===== src/design/adapter_desc_regs.vh =====
`ifndef ADAPTER_DESC_REGS_VH
`define ADAPTER_DESC_REGS_VH

// descriptor type codes and lengths
`define DT_ENDPOINT 8'h05
`define DT_INTERFACE 8'h04
`define DT_COMPANION 8'h11
`define LEN_ENDPOINT 8'h07
`define LEN_COMPANION 8'h0A
`define LEN_INTERFACE 8'h09

// descriptor selector codes
`define SEL_READ_EP 3'h0
`define SEL_READ_COMP 3'h1
`define SEL_ISO_IF 3'h2
`define SEL_ISO_OUT_EP 3'h3
`define SEL_ISO_OUT_COMP 3'h4
`define SEL_ISO_IN_EP 3'h5

// fixed field values
`define ATTR_BULK 8'h02
`define ATTR_BULK_ADJ_BIT 7
`define ATTR_ISO 8'h01
`define ATTR_DYN_SWITCH 8'h02
`define IF_NUMBER 8'h01
`define IF_ALT 8'h00
`define IF_CLASS 8'hE0
`define IF_SUBCLASS 8'h02
`define IF_PROTOCOL 8'h03
`define RESERVED_BYTE 8'h00

// field limits
`define SEQ_MIN 8'h02
`define SEQ_MAX 8'h20
`define NUM_EP_MIN 8'h01
`define NUM_EP_MAX 8'h1C

`endif


===== src/design/adapter_endpoint_descriptor_rom.v =====
`timescale 1ns/1ps
`default_nettype none
`include "adapter_desc_regs.vh"

// Function
// - Data-read endpoint descriptor is 7 bytes, type 5, then address.
// - Data-read attributes are 02H, bit 7 set when size adjustment is supported.
// - Data-read max packet size sits at offset 4; interval byte is 0.
// - Companion descriptors are 0AH bytes, type 17, burst size in byte 2.
// - Companion max sequence is kept within 2 to 32.
// - Data-read companion delay, air size, air interval, attributes all 00H.
// - Isochronous interface and endpoints exist only when isochronous is supported.
// - Isochronous interface is 9 bytes, type 4, number 1, alternate 0.
// - Isochronous interface endpoint count is kept within 1 to 28.
// - Isochronous interface class E0H, subclass 02H, protocol 03H.
// - Isochronous endpoints use attribute 01H; logical size equals air size.
// - Isochronous service interval matches air interval; interval byte reads 0.
// - Maximum OUT stream delay is reported; the host picks the real one.
// - OUT companion carries air max packet size at offset 6.
// - OUT companion interval byte is 00H; intervals 4 to 255 are accepted.
// - OUT companion attribute byte is 02H, scalable dynamic switching.
module adapter_endpoint_descriptor_rom #(
    parameter [7:0] READ_EP_ADDR = 8'h82,
    parameter [15:0] READ_MAX_PACKET = 16'h0200,
    parameter [7:0] READ_BURST = 8'h01,
    parameter [7:0] READ_SEQ = 8'h10,
    parameter SIZE_ADJUST = 1,
    parameter ISO_SUPPORTED = 1,
    parameter [7:0] NUM_ENDPOINTS = 8'h02,
    parameter [7:0] IF_STRING_INDEX = 8'h00,
    parameter [7:0] OUT_EP_ADDR = 8'h03,
    parameter [7:0] IN_EP_ADDR = 8'h84,
    parameter [15:0] OUT_MAX_PACKET = 16'h0400,
    parameter [15:0] IN_MAX_PACKET = 16'h0400,
    parameter [7:0] OUT_BURST = 8'h01,
    parameter [7:0] OUT_SEQ = 8'h10,
    parameter [15:0] OUT_STREAM_DELAY = 16'h0010
) (
    input wire clk_sys,
    input wire rstn,
    input wire req_valid,
    input wire [2:0] req_sel,
    input wire [15:0] req_length,
    output wire req_ready,
    output reg req_reject,
    output reg [7:0] data_byte,
    output reg data_valid,
    output reg data_last,
    input wire data_ready,
    output wire busy
);

    localparam ST_IDLE = 2'b01;
    localparam ST_SEND = 2'b10;

    reg [1:0] state;
    reg [1:0] next_state;
    reg [2:0] cur_sel;
    reg [3:0] offset;
    reg [3:0] last_offset;
    reg [3:0] next_offset;
    wire [7:0] table_byte;

    function [7:0] clamp;
        input [7:0] v;
        input [7:0] lo;
        input [7:0] hi;
        begin
            if (v < lo)
                clamp = lo;
            else if (v > hi)
                clamp = hi;
            else
                clamp = v;
        end
    endfunction

    function [7:0] desc_len;
        input [2:0] s;
        begin
            case (s)
                `SEL_READ_COMP, `SEL_ISO_OUT_COMP: desc_len = `LEN_COMPANION;
                `SEL_ISO_IF: desc_len = `LEN_INTERFACE;
                default: desc_len = `LEN_ENDPOINT;
            endcase
        end
    endfunction

    function sel_present;
        input [2:0] s;
        begin
            if (s > `SEL_ISO_IN_EP)
                sel_present = 1'b0;
            else if (s >= `SEL_ISO_IF)
                sel_present = (ISO_SUPPORTED != 0);
            else
                sel_present = 1'b1;
        end
    endfunction

    wire [7:0] full_len = desc_len(req_sel);
    wire [3:0] send_len = (req_length < {8'h00, full_len}) ? req_length[3:0] : full_len[3:0];
    wire accept = req_valid && (state == ST_IDLE);
    wire good = sel_present(req_sel) && (send_len != 4'h0);
    wire advance = data_valid && data_ready;
    // offset moves with each load, so a byte taken on the same edge never repeats
    wire load_byte = (state == ST_SEND) && (!data_valid || (advance && !data_last));

    assign req_ready = (state == ST_IDLE);
    assign busy = (state == ST_SEND);

    desc_byte_table u_table (
        .sel(cur_sel),
        .offset(offset),
        .size_adjust(SIZE_ADJUST != 0),
        .read_ep_addr(READ_EP_ADDR),
        .read_max_packet(READ_MAX_PACKET),
        .read_burst(READ_BURST),
        .read_seq(clamp(READ_SEQ, `SEQ_MIN, `SEQ_MAX)),
        .num_endpoints(clamp(NUM_ENDPOINTS, `NUM_EP_MIN, `NUM_EP_MAX)),
        .if_string_index(IF_STRING_INDEX),
        .out_ep_addr(OUT_EP_ADDR),
        .in_ep_addr(IN_EP_ADDR),
        .out_max_packet(OUT_MAX_PACKET),
        .in_max_packet(IN_MAX_PACKET),
        .out_burst(OUT_BURST),
        .out_seq(clamp(OUT_SEQ, `SEQ_MIN, `SEQ_MAX)),
        .out_stream_delay(OUT_STREAM_DELAY),
        .byte_value(table_byte)
    );

    always @* begin
        next_state = state;
        next_offset = offset;
        case (state)
            ST_IDLE: begin
                if (accept && good) begin
                    next_state = ST_SEND;
                    next_offset = 4'h0;
                end
            end
            ST_SEND: begin
                if (advance && data_last)
                    next_state = ST_IDLE;
                if (load_byte)
                    next_offset = offset + 4'h1;
            end
            default: next_state = ST_IDLE;
        endcase
    end

    always @(posedge clk_sys) begin
        if (!rstn) begin
            state <= ST_IDLE;
            offset <= 4'h0;
            last_offset <= 4'h0;
            cur_sel <= `SEL_READ_EP;
            req_reject <= 1'b0;
        end else begin
            state <= next_state;
            offset <= next_offset;
            req_reject <= accept && !good;
            if (accept && good) begin
                cur_sel <= req_sel;
                last_offset <= send_len - 4'h1;
            end
        end
    end

    // registered byte stream, one byte per accepted beat
    always @(posedge clk_sys) begin
        if (!rstn) begin
            data_byte <= 8'h00;
            data_valid <= 1'b0;
            data_last <= 1'b0;
        end else if (load_byte) begin
            data_byte <= table_byte;
            data_valid <= 1'b1;
            data_last <= (offset == last_offset);
        end else if (advance) begin
            data_valid <= 1'b0;
            data_last <= 1'b0;
        end
    end

endmodule // adapter_endpoint_descriptor_rom
`default_nettype wire


===== src/design/desc_byte_table.v =====
`timescale 1ns/1ps
`default_nettype none
`include "adapter_desc_regs.vh"

// combinational lookup of one descriptor byte
module desc_byte_table (
    input wire [2:0] sel,
    input wire [3:0] offset,
    input wire size_adjust,
    input wire [7:0] read_ep_addr,
    input wire [15:0] read_max_packet,
    input wire [7:0] read_burst,
    input wire [7:0] read_seq,
    input wire [7:0] num_endpoints,
    input wire [7:0] if_string_index,
    input wire [7:0] out_ep_addr,
    input wire [7:0] in_ep_addr,
    input wire [15:0] out_max_packet,
    input wire [15:0] in_max_packet,
    input wire [7:0] out_burst,
    input wire [7:0] out_seq,
    input wire [15:0] out_stream_delay,
    output reg [7:0] byte_value
);

    function [7:0] ep_byte;
        input [3:0] off;
        input [7:0] addr;
        input [7:0] attr;
        input [15:0] mps;
        begin
            case (off)
                4'h0: ep_byte = `LEN_ENDPOINT;
                4'h1: ep_byte = `DT_ENDPOINT;
                4'h2: ep_byte = addr;
                4'h3: ep_byte = attr;
                4'h4: ep_byte = mps[7:0];
                4'h5: ep_byte = mps[15:8];
                default: ep_byte = `RESERVED_BYTE;
            endcase
        end
    endfunction

    always @* begin
        byte_value = `RESERVED_BYTE;
        case (sel)
            `SEL_READ_EP: begin
                byte_value = ep_byte(offset, read_ep_addr,
                    `ATTR_BULK | {size_adjust, 7'h00}, read_max_packet);
            end
            `SEL_READ_COMP: begin
                case (offset)
                    4'h0: byte_value = `LEN_COMPANION;
                    4'h1: byte_value = `DT_COMPANION;
                    4'h2: byte_value = read_burst;
                    4'h3: byte_value = read_seq;
                    default: byte_value = `RESERVED_BYTE;
                endcase
            end
            `SEL_ISO_IF: begin
                case (offset)
                    4'h0: byte_value = `LEN_INTERFACE;
                    4'h1: byte_value = `DT_INTERFACE;
                    4'h2: byte_value = `IF_NUMBER;
                    4'h3: byte_value = `IF_ALT;
                    4'h4: byte_value = num_endpoints;
                    4'h5: byte_value = `IF_CLASS;
                    4'h6: byte_value = `IF_SUBCLASS;
                    4'h7: byte_value = `IF_PROTOCOL;
                    4'h8: byte_value = if_string_index;
                    default: byte_value = `RESERVED_BYTE;
                endcase
            end
            `SEL_ISO_OUT_EP: begin
                byte_value = ep_byte(offset, out_ep_addr, `ATTR_ISO, out_max_packet);
            end
            `SEL_ISO_OUT_COMP: begin
                case (offset)
                    4'h0: byte_value = `LEN_COMPANION;
                    4'h1: byte_value = `DT_COMPANION;
                    4'h2: byte_value = out_burst;
                    4'h3: byte_value = out_seq;
                    4'h4: byte_value = out_stream_delay[7:0];
                    4'h5: byte_value = out_stream_delay[15:8];
                    4'h6: byte_value = out_max_packet[7:0];
                    4'h7: byte_value = out_max_packet[15:8];
                    4'h8: byte_value = `RESERVED_BYTE;
                    4'h9: byte_value = `ATTR_DYN_SWITCH;
                    default: byte_value = `RESERVED_BYTE;
                endcase
            end
            `SEL_ISO_IN_EP: begin
                byte_value = ep_byte(offset, in_ep_addr, `ATTR_ISO, in_max_packet);
            end
            default: byte_value = `RESERVED_BYTE;
        endcase
    end

endmodule // desc_byte_table
`default_nettype wire


===== config.mk =====
export PLATFORM = sky130hd
export DESIGN_NAME = adapter_endpoint_descriptor_rom
export DESIGN_NICKNAME = d
export VERILOG_FILES = /design/src/design/adapter_endpoint_descriptor_rom.v /design/src/design/desc_byte_table.v
export VERILOG_INCLUDE_DIRS = /design/src /design/src/design
export SDC_FILE = /design/constraint.sdc
export NUM_CORES = 1
export LEC_CHECK = 0
export BUFFER_PORTS_ARGS = -buffer_cell sky130_fd_sc_hd__buf_2
export CAP_MARGIN = 10
export CORE_ASPECT_RATIO = 1.2
export CORE_UTILIZATION = 29
export CTS_CLUSTER_SIZE = 24
export DETAILED_ROUTE_END_ITERATION = 8
export SYNTH_ARGS = -nofsm -noshare
export SYNTH_HDL_FRONTEND = slang
export SYNTH_SLANG_ARGS = --single-unit

===== constraint.sdc =====
create_clock -name clk_sys -period 9.62 [get_ports clk_sys]
set_input_delay 0.962 -clock clk_sys [delete_from_list [all_inputs] [get_ports clk_sys]]
set_output_delay 0.962 -clock clk_sys [all_outputs]
set_load 0.05 [all_outputs]

**After elaboration in Yosys (flattened, before gate mapping)**

Index checks and enable logic that the tools add are counted.

- Add/sub/neg operators: 2
- $lt $le $gt $ge: 2
- Eq/ne operators: 22
- Mux-type cells: 19
- Reduce and logical (&&, ||, !) cells: 23

Operators with widths:

| cell | number |
|---|---|
| 8-bit case mux with 6 select lines | 2 |
| 8-bit case mux with 5 select lines | 1 |
| 8-bit case mux with 4 select lines | 1 |
| 5-bit case mux with 6 select lines | 1 |
| 5-bit case mux with 4 select lines | 1 |
| 4-bit by 3-bit == test with 1-bit output, second input constant | 4 |
| 16-bit by 8-bit < comparator with 1-bit output | 1 |
| 4-bit case mux with 2 select lines | 2 |
| 3-bit case mux with 5 select lines | 1 |
| 4-bit two-way mux | 3 |
| 3-bit by 2-bit == test with 1-bit output, second input constant | 3 |
| 3-bit == test, second input constant | 3 |
| 4-bit by 2-bit == test with 1-bit output, second input constant | 2 |
| 1-bit logical AND | 8 |
| 2-bit OR reduction | 4 |
| 3-bit by 1-bit == test with 1-bit output, second input constant | 2 |
| 2-bit by 1-bit != test with 1-bit output, second input constant | 3 |
| 4-bit by 1-bit adder with 4-bit output, second input constant | 1 |
| 4-bit by 1-bit == test with 1-bit output, second input constant | 1 |
| 4-bit == test | 1 |
| 4-bit == test, second input constant | 1 |
| 4-bit logical NOT | 1 |
| 1-bit two-way mux | 4 |
| 2-bit two-way mux | 2 |
| other kinds (12) | 15 |

- Register bits: 24
- Output and inout bits: 13

**Depth between registers and ports, before layout**

- Depth after elaboration: 10
- Depth in mapped cells: 14
- Mapped depth without buffers: 12

**Modules after synthesis**

Synthesis repeated with hierarchy kept, for this count alone.

- Cells, all modules: 393
- Area, all modules: 2,955.3 um2

By module, submodules not included:

| module | times used | cells an instance | area an instance (um2) | sequential area each (um2) |
|---|---|---|---|---|
| desc_byte_table | 1 | 255 | 1,702.9 | 0.0 |
| adapter_endpoint_descriptor_rom | 1 | 138 | 1,252.5 | 480.5 |

**Worst setup path after synthesis**

No wires, ideal clock.

- Path type: input -> register
- Start point: input port req_sel[2]
- End point: register cur_sel[0]
- Setup time: 0.128 ns
- Arrival: 3.845 ns
- Data required time: 9.492 ns
- Setup slack: 5.647 ns
- Stages: 14
- Path through: buf_2 > o21ai_0 > o21ai_0 > ha_1 > nor4_1 > nand4_1 > nor3_2 > mux2i_1 > ha_1 > nor3b_1 > a221oi_4 > buf_6 > mux2i_1 > nor2_1

- Longest elaborated chain between the ends: 8

Ends and longest elaborated chain:

| element | RTL line | source |
|---|---|---|
| start, declared | adapter_endpoint_descriptor_rom.v:42 | `input wire [2:0] req_sel,` |
| 3-bit by 1-bit == test with 1-bit output / 3-bit == test (equally long branches) | adapter_endpoint_descriptor_rom.v:81 | `case (s)` |
| 2-bit OR reduction | adapter_endpoint_descriptor_rom.v:81 |  |
| 4-bit case mux with 2 select lines | adapter_endpoint_descriptor_rom.v:81 |  |
| 16-bit by 8-bit < comparator with 1-bit output | adapter_endpoint_descriptor_rom.v:102 | `wire [3:0] send_len = (req_length < {8'h00, full_len}) ? req_length[3:0] : full_len[3:0];` |
| 4-bit two-way mux | adapter_endpoint_descriptor_rom.v:102 |  |
| 4-bit nonzero test | adapter_endpoint_descriptor_rom.v:104 | `wire good = sel_present(req_sel) && (send_len != 4'h0);` |
| 1-bit logical AND * | adapter_endpoint_descriptor_rom.v:104 |  |
| 1-bit logical AND * | adapter_endpoint_descriptor_rom.v:163 | `if (accept && good) begin` |
| end signal, assigned | adapter_endpoint_descriptor_rom.v:157 | `` cur_sel <= `SEL_READ_EP; `` |
| end signal, assigned | adapter_endpoint_descriptor_rom.v:164 | `cur_sel <= req_sel;` |
| end, declared | adapter_endpoint_descriptor_rom.v:58 | `reg [2:0] cur_sel;` |

Every way passes the cells marked *; elsewhere a longest branch is shown, timed or not.
A chain may end at the register's enable or synchronous reset.

**Final worst setup path**

- Start point: input port req_sel[1]
- End point: register last_offset[3]

- Longest elaborated chain between the ends: 8

Ends and longest elaborated chain:

| element | RTL line | source |
|---|---|---|
| branches (longest 8 deep; another with 16-bit by 8-bit < comparator with 1-bit output) | - |  |
| end signal, assigned | adapter_endpoint_descriptor_rom.v:165 | `last_offset <= send_len - 4'h1;` |
| end, declared | adapter_endpoint_descriptor_rom.v:60 | `reg [3:0] last_offset;` |

Several ways; the timed one is not identified.

==> qor.tcl <==
set qor(chain_of_cells_forming_the_critical_path) {buf_2 -> o21ai_0 -> o21ai_0 -> ha_1 -> nor4_1 -> nand4_1 -> nor3_2 -> mux2i_1 -> ha_1 -> nor3b_1 -> a221oi_4 -> mux2i_1 -> nor2_1}
set qor(syn-cell-area_sq_um) 1590
set qor(postSynthAreaPerCell_sq_um) 7.80
set qor(max_freq_mhz) 239
set qor(cp_max_fo) 14
set qor(post-route-period-util) 0.436
set qor(design.die.area_sq_um) 5790
set qor(pwr-share-comb) 0.191
set qor(hold_violations) 0
set qor(clockRootBuffer) {sky130_fd_sc_hd__clkbuf_8}
set qor(flow.area_growth_from_synthesis_pct) 14.9
set qor(post_synth_num_cell_types) 46
set qor(drive_gt1_frac) 0.187
set qor(relSlewSlack) 0.503
set qor(die_width_microns) 69.6
set qor(h-tree-depth) 1
set qor(ant_nets) 0
set qor(routed_wire_length_per_instance_microns) 12.5
set qor(ys.flop_type) {sky130_fd_sc_hd__dfxtp_1}
set qor(clock_latency_ps) 260
set qor(layout.cells.most_common) {sky130_fd_sc_hd__buf_2}
set qor(cts_setup_buffers) 0
set qor(ys_seq_elements) 23
set qor(gpl.final_weighted_congestion) 0.832
set qor(worstPathRequired_ps) 9770
set qor(yosysTopAreaCellShare) 0.290
set qor(post_cts_resized) 0
set qor(numClockSinks) 23
set qor(ys_seq_area_frac) 0.290
set qor(initial_core_util) 0.300
set qor(floorplan.io_pins) 36
set qor(floorplan.die.height_microns) 83.1
set qor(ffs_w_async_s_r_synth) 0
set qor(overall_fraction_of_global_route_tracks_in_use) 0.129
set qor(antenna_cells_inserted) 0
set qor(total_switching_power_uw) 59.7
set qor(synth_area_leaders) {sky130_fd_sc_hd__dfxtp_1, sky130_fd_sc_hd__nor2_1, sky130_fd_sc_hd__mux2i_1, sky130_fd_sc_hd__ha_1, sky130_fd_sc_hd__o21ai_0}
set qor(synth-edff-count) 0
set qor(seq_power_share) 0.510
set qor(number_of_slew_limit_violations_in_the_final_report) 0
set qor(initialDrtViolationCount) 50
set qor(pin_count_of_the_biggest_net_entering_global_routing) 18
set qor(synth.largest_area_cell) {sky130_fd_sc_hd__dfxtp_1}
set qor(timing.clock.skew_ps) 1.04
set qor(sw_frac_of_total) 0.295
set qor(p_int_uw) 143
set qor(coreArea_sq_um) 5300
set qor(worstPathArrival_ps) 4340
set qor(detailedRoute.firstPassIterationCount) 4
set qor(route.detailed.drc) 0
set qor(rsz_0062_raised_after_global_routing) {false}
set qor(timing.critical_path.to_type) {register}
set qor(critical_path.startpoint_type) {input pin}
set qor(place_inst) 288
set qor(worstMarginPinSlew_ps) 745
set qor(nNetsFinal) 260
set qor(fill_cells) 571
set qor(category_of_cells_accounting_for_the_largest_share_of_critical_path_delay) {simple AND/OR/NAND/NOR gates}
set qor(syn-instance-count) 204
set qor(dr_total_vias) 1488
set qor(vdd_ir_drop_max_uv) 72.8
set qor(remaining_global_route_overflow) 0
set qor(clock_group_share_of_total_power) 0.299
set qor(period_needed_ps) 4190
set qor(finalSetupViolations) 0
set qor(detail_route.vias_per_cell) 5.10
set qor(most-common-layout-cells) {sky130_fd_sc_hd__buf_2, sky130_fd_sc_hd__nor2_1, sky130_fd_sc_hd__dfxtp_1}
set qor(route.final.wire_length_mm) 3.66
set qor(cts-hold-fix-buffers) 0
set qor(critical_path.slowest_cell) {sky130_fd_sc_hd__a221oi_4}
set qor(max-cap-violations) 0
set qor(final_setup_tns_ps) 0
set qor(path_class) {input pin to register}
set qor(numPortBuffers) 35
set qor(initial_antenna_violation_count) 0
set qor(first_pass_grt_wire_length_mm) 6.28
set qor(min_path_type) {register to register}
set qor(cts_tree) {done}
set qor(clk_transition_reported_paths_ps) 80
set qor(cellPowerDensity_nw_per_um2) 111
set qor(outcome) {finished clean}
set qor(synth_fp_nets) 233
set qor(vias_in_the_first_global_route) 1371
set qor(numCtsBuffers) 3
set qor(rows) 29
set qor(cts-root-to-sink-buffers) 2
set qor(layoutNonFillerInstCount) 292
set qor(dp_hpwl_mm) 2.75
set qor(cp_slowest_stage_delay_ps) 650
set qor(ys.warnings.count) 0
set qor(power.leakage_uw) 0.000753
set qor(worstPathBufferInverterCount) 1
## worst reg2reg max path: stages, from the launching register on
cell and delay [ps]:
sky130_fd_sc_hd__dfxtp_1 370, sky130_fd_sc_hd__inv_1 120, sky130_fd_sc_hd__ha_1 310, sky130_fd_sc_hd__nor2_1 140
sky130_fd_sc_hd__a211o_1 300, sky130_fd_sc_hd__a2111o_1 410, sky130_fd_sc_hd__o41ai_1 80, sky130_fd_sc_hd__o21ai_0 160
sky130_fd_sc_hd__a21oi_1 130
## final timing paths
kind	cells past startpoint	end	slack (ps)	startpoint
worst max-delay path	13	last_offset[3]	5430	req_sel[1]
worst min-delay path	2	data_byte[3]	450	data_byte[3]
worst max register to register	8	data_byte[0]	7520	offset[0]
worst min register to register	2	data_byte[3]	450	data_byte[3]
## per-layer routing
metal | track usage | share of wire | vias to the layer above
li1 | - | - | 784
met1 | 0.173 | 0.49 | 673
met2 | 0.207 | 0.47 | 25
met3 | 0.0146 | 0.022 | 6
met4 | 0.0575 | 0.016 | 0
met5 | 0 | 0 | -
## final cells by class
type | count | area (sq um) | area share
Clock buffer | 3 | 41.3 | 0.0226
Clock inverter | 1 | 5.00 | 0.00274
Inverter | 10 | 37.5 | 0.0205
Multi-Input combinational cell | 158 | 1030 | 0.564
Sequential cell | 23 | 460 | 0.252
Tap cell | 62 | 77.6 | 0.0424
Timing Repair Buffer | 35 | 175 | 0.0958
## synthesized netlist by cell type, types with 4 or more instances
cell type                   instances
sky130_fd_sc_hd__clkbuf_1           9
sky130_fd_sc_hd__xnor2_1            4
sky130_fd_sc_hd__nor2_1            26
sky130_fd_sc_hd__o21ai_0           15
sky130_fd_sc_hd__ha_1               6
sky130_fd_sc_hd__inv_1              9
sky130_fd_sc_hd__nand2_1           19
sky130_fd_sc_hd__nor3_1             7
sky130_fd_sc_hd__mux2i_1            8
sky130_fd_sc_hd__nor2b_1            4
sky130_fd_sc_hd__o2111ai_1          4
sky130_fd_sc_hd__a21oi_1           12
sky130_fd_sc_hd__dfxtp_1           23
sky130_fd_sc_hd__xor2_1             7
## logic make-up after synthesis
logic type / after synthesis / synth area share
buf+inv: 23 / 0.0621
xor+xnor: 11 / 0.0606
compound gates: 58 / 0.268
flops: 23 / 0.290
mux: 8 / 0.0504
fa+ha+maj: 6 / 0.0472
simple gates: 75 / 0.223
## flip-flops by register name, summed over array words and instances, names as in the netlist
signal and cells:
offset 4, data_valid 1, data_last 1, last_offset 4, data_byte 7, req_reject 1
cur_sel 3, state 2
## through the flow
stage,area [sq um],util,setup slack [ps],power [uW],hold WS [ps]
2_1_floorplan,1590,-,5650,133,446
3_3_place_gp,1780,0.336,5260,144,441
3_5_place_dp,1780,0.336,5120,144,444
4_1_cts,1830,0.345,5420,205,457
5_1_grt,1830,0.345,5110,214,476
6_report,1830,0.345,5430,203,454
## power groups by stage
stage	clock network [uW]	logic [uW]	registers, uW
final	60.6	38.6	103
after global placement	0	38.6	106
after floorplan	0	28.8	104
after CTS	63.0	38.8	103
after detailed placement	0	38.6	106
after global routing	67.1	43.1	104
No activity file was read; power rests on OpenSTA's default activity.
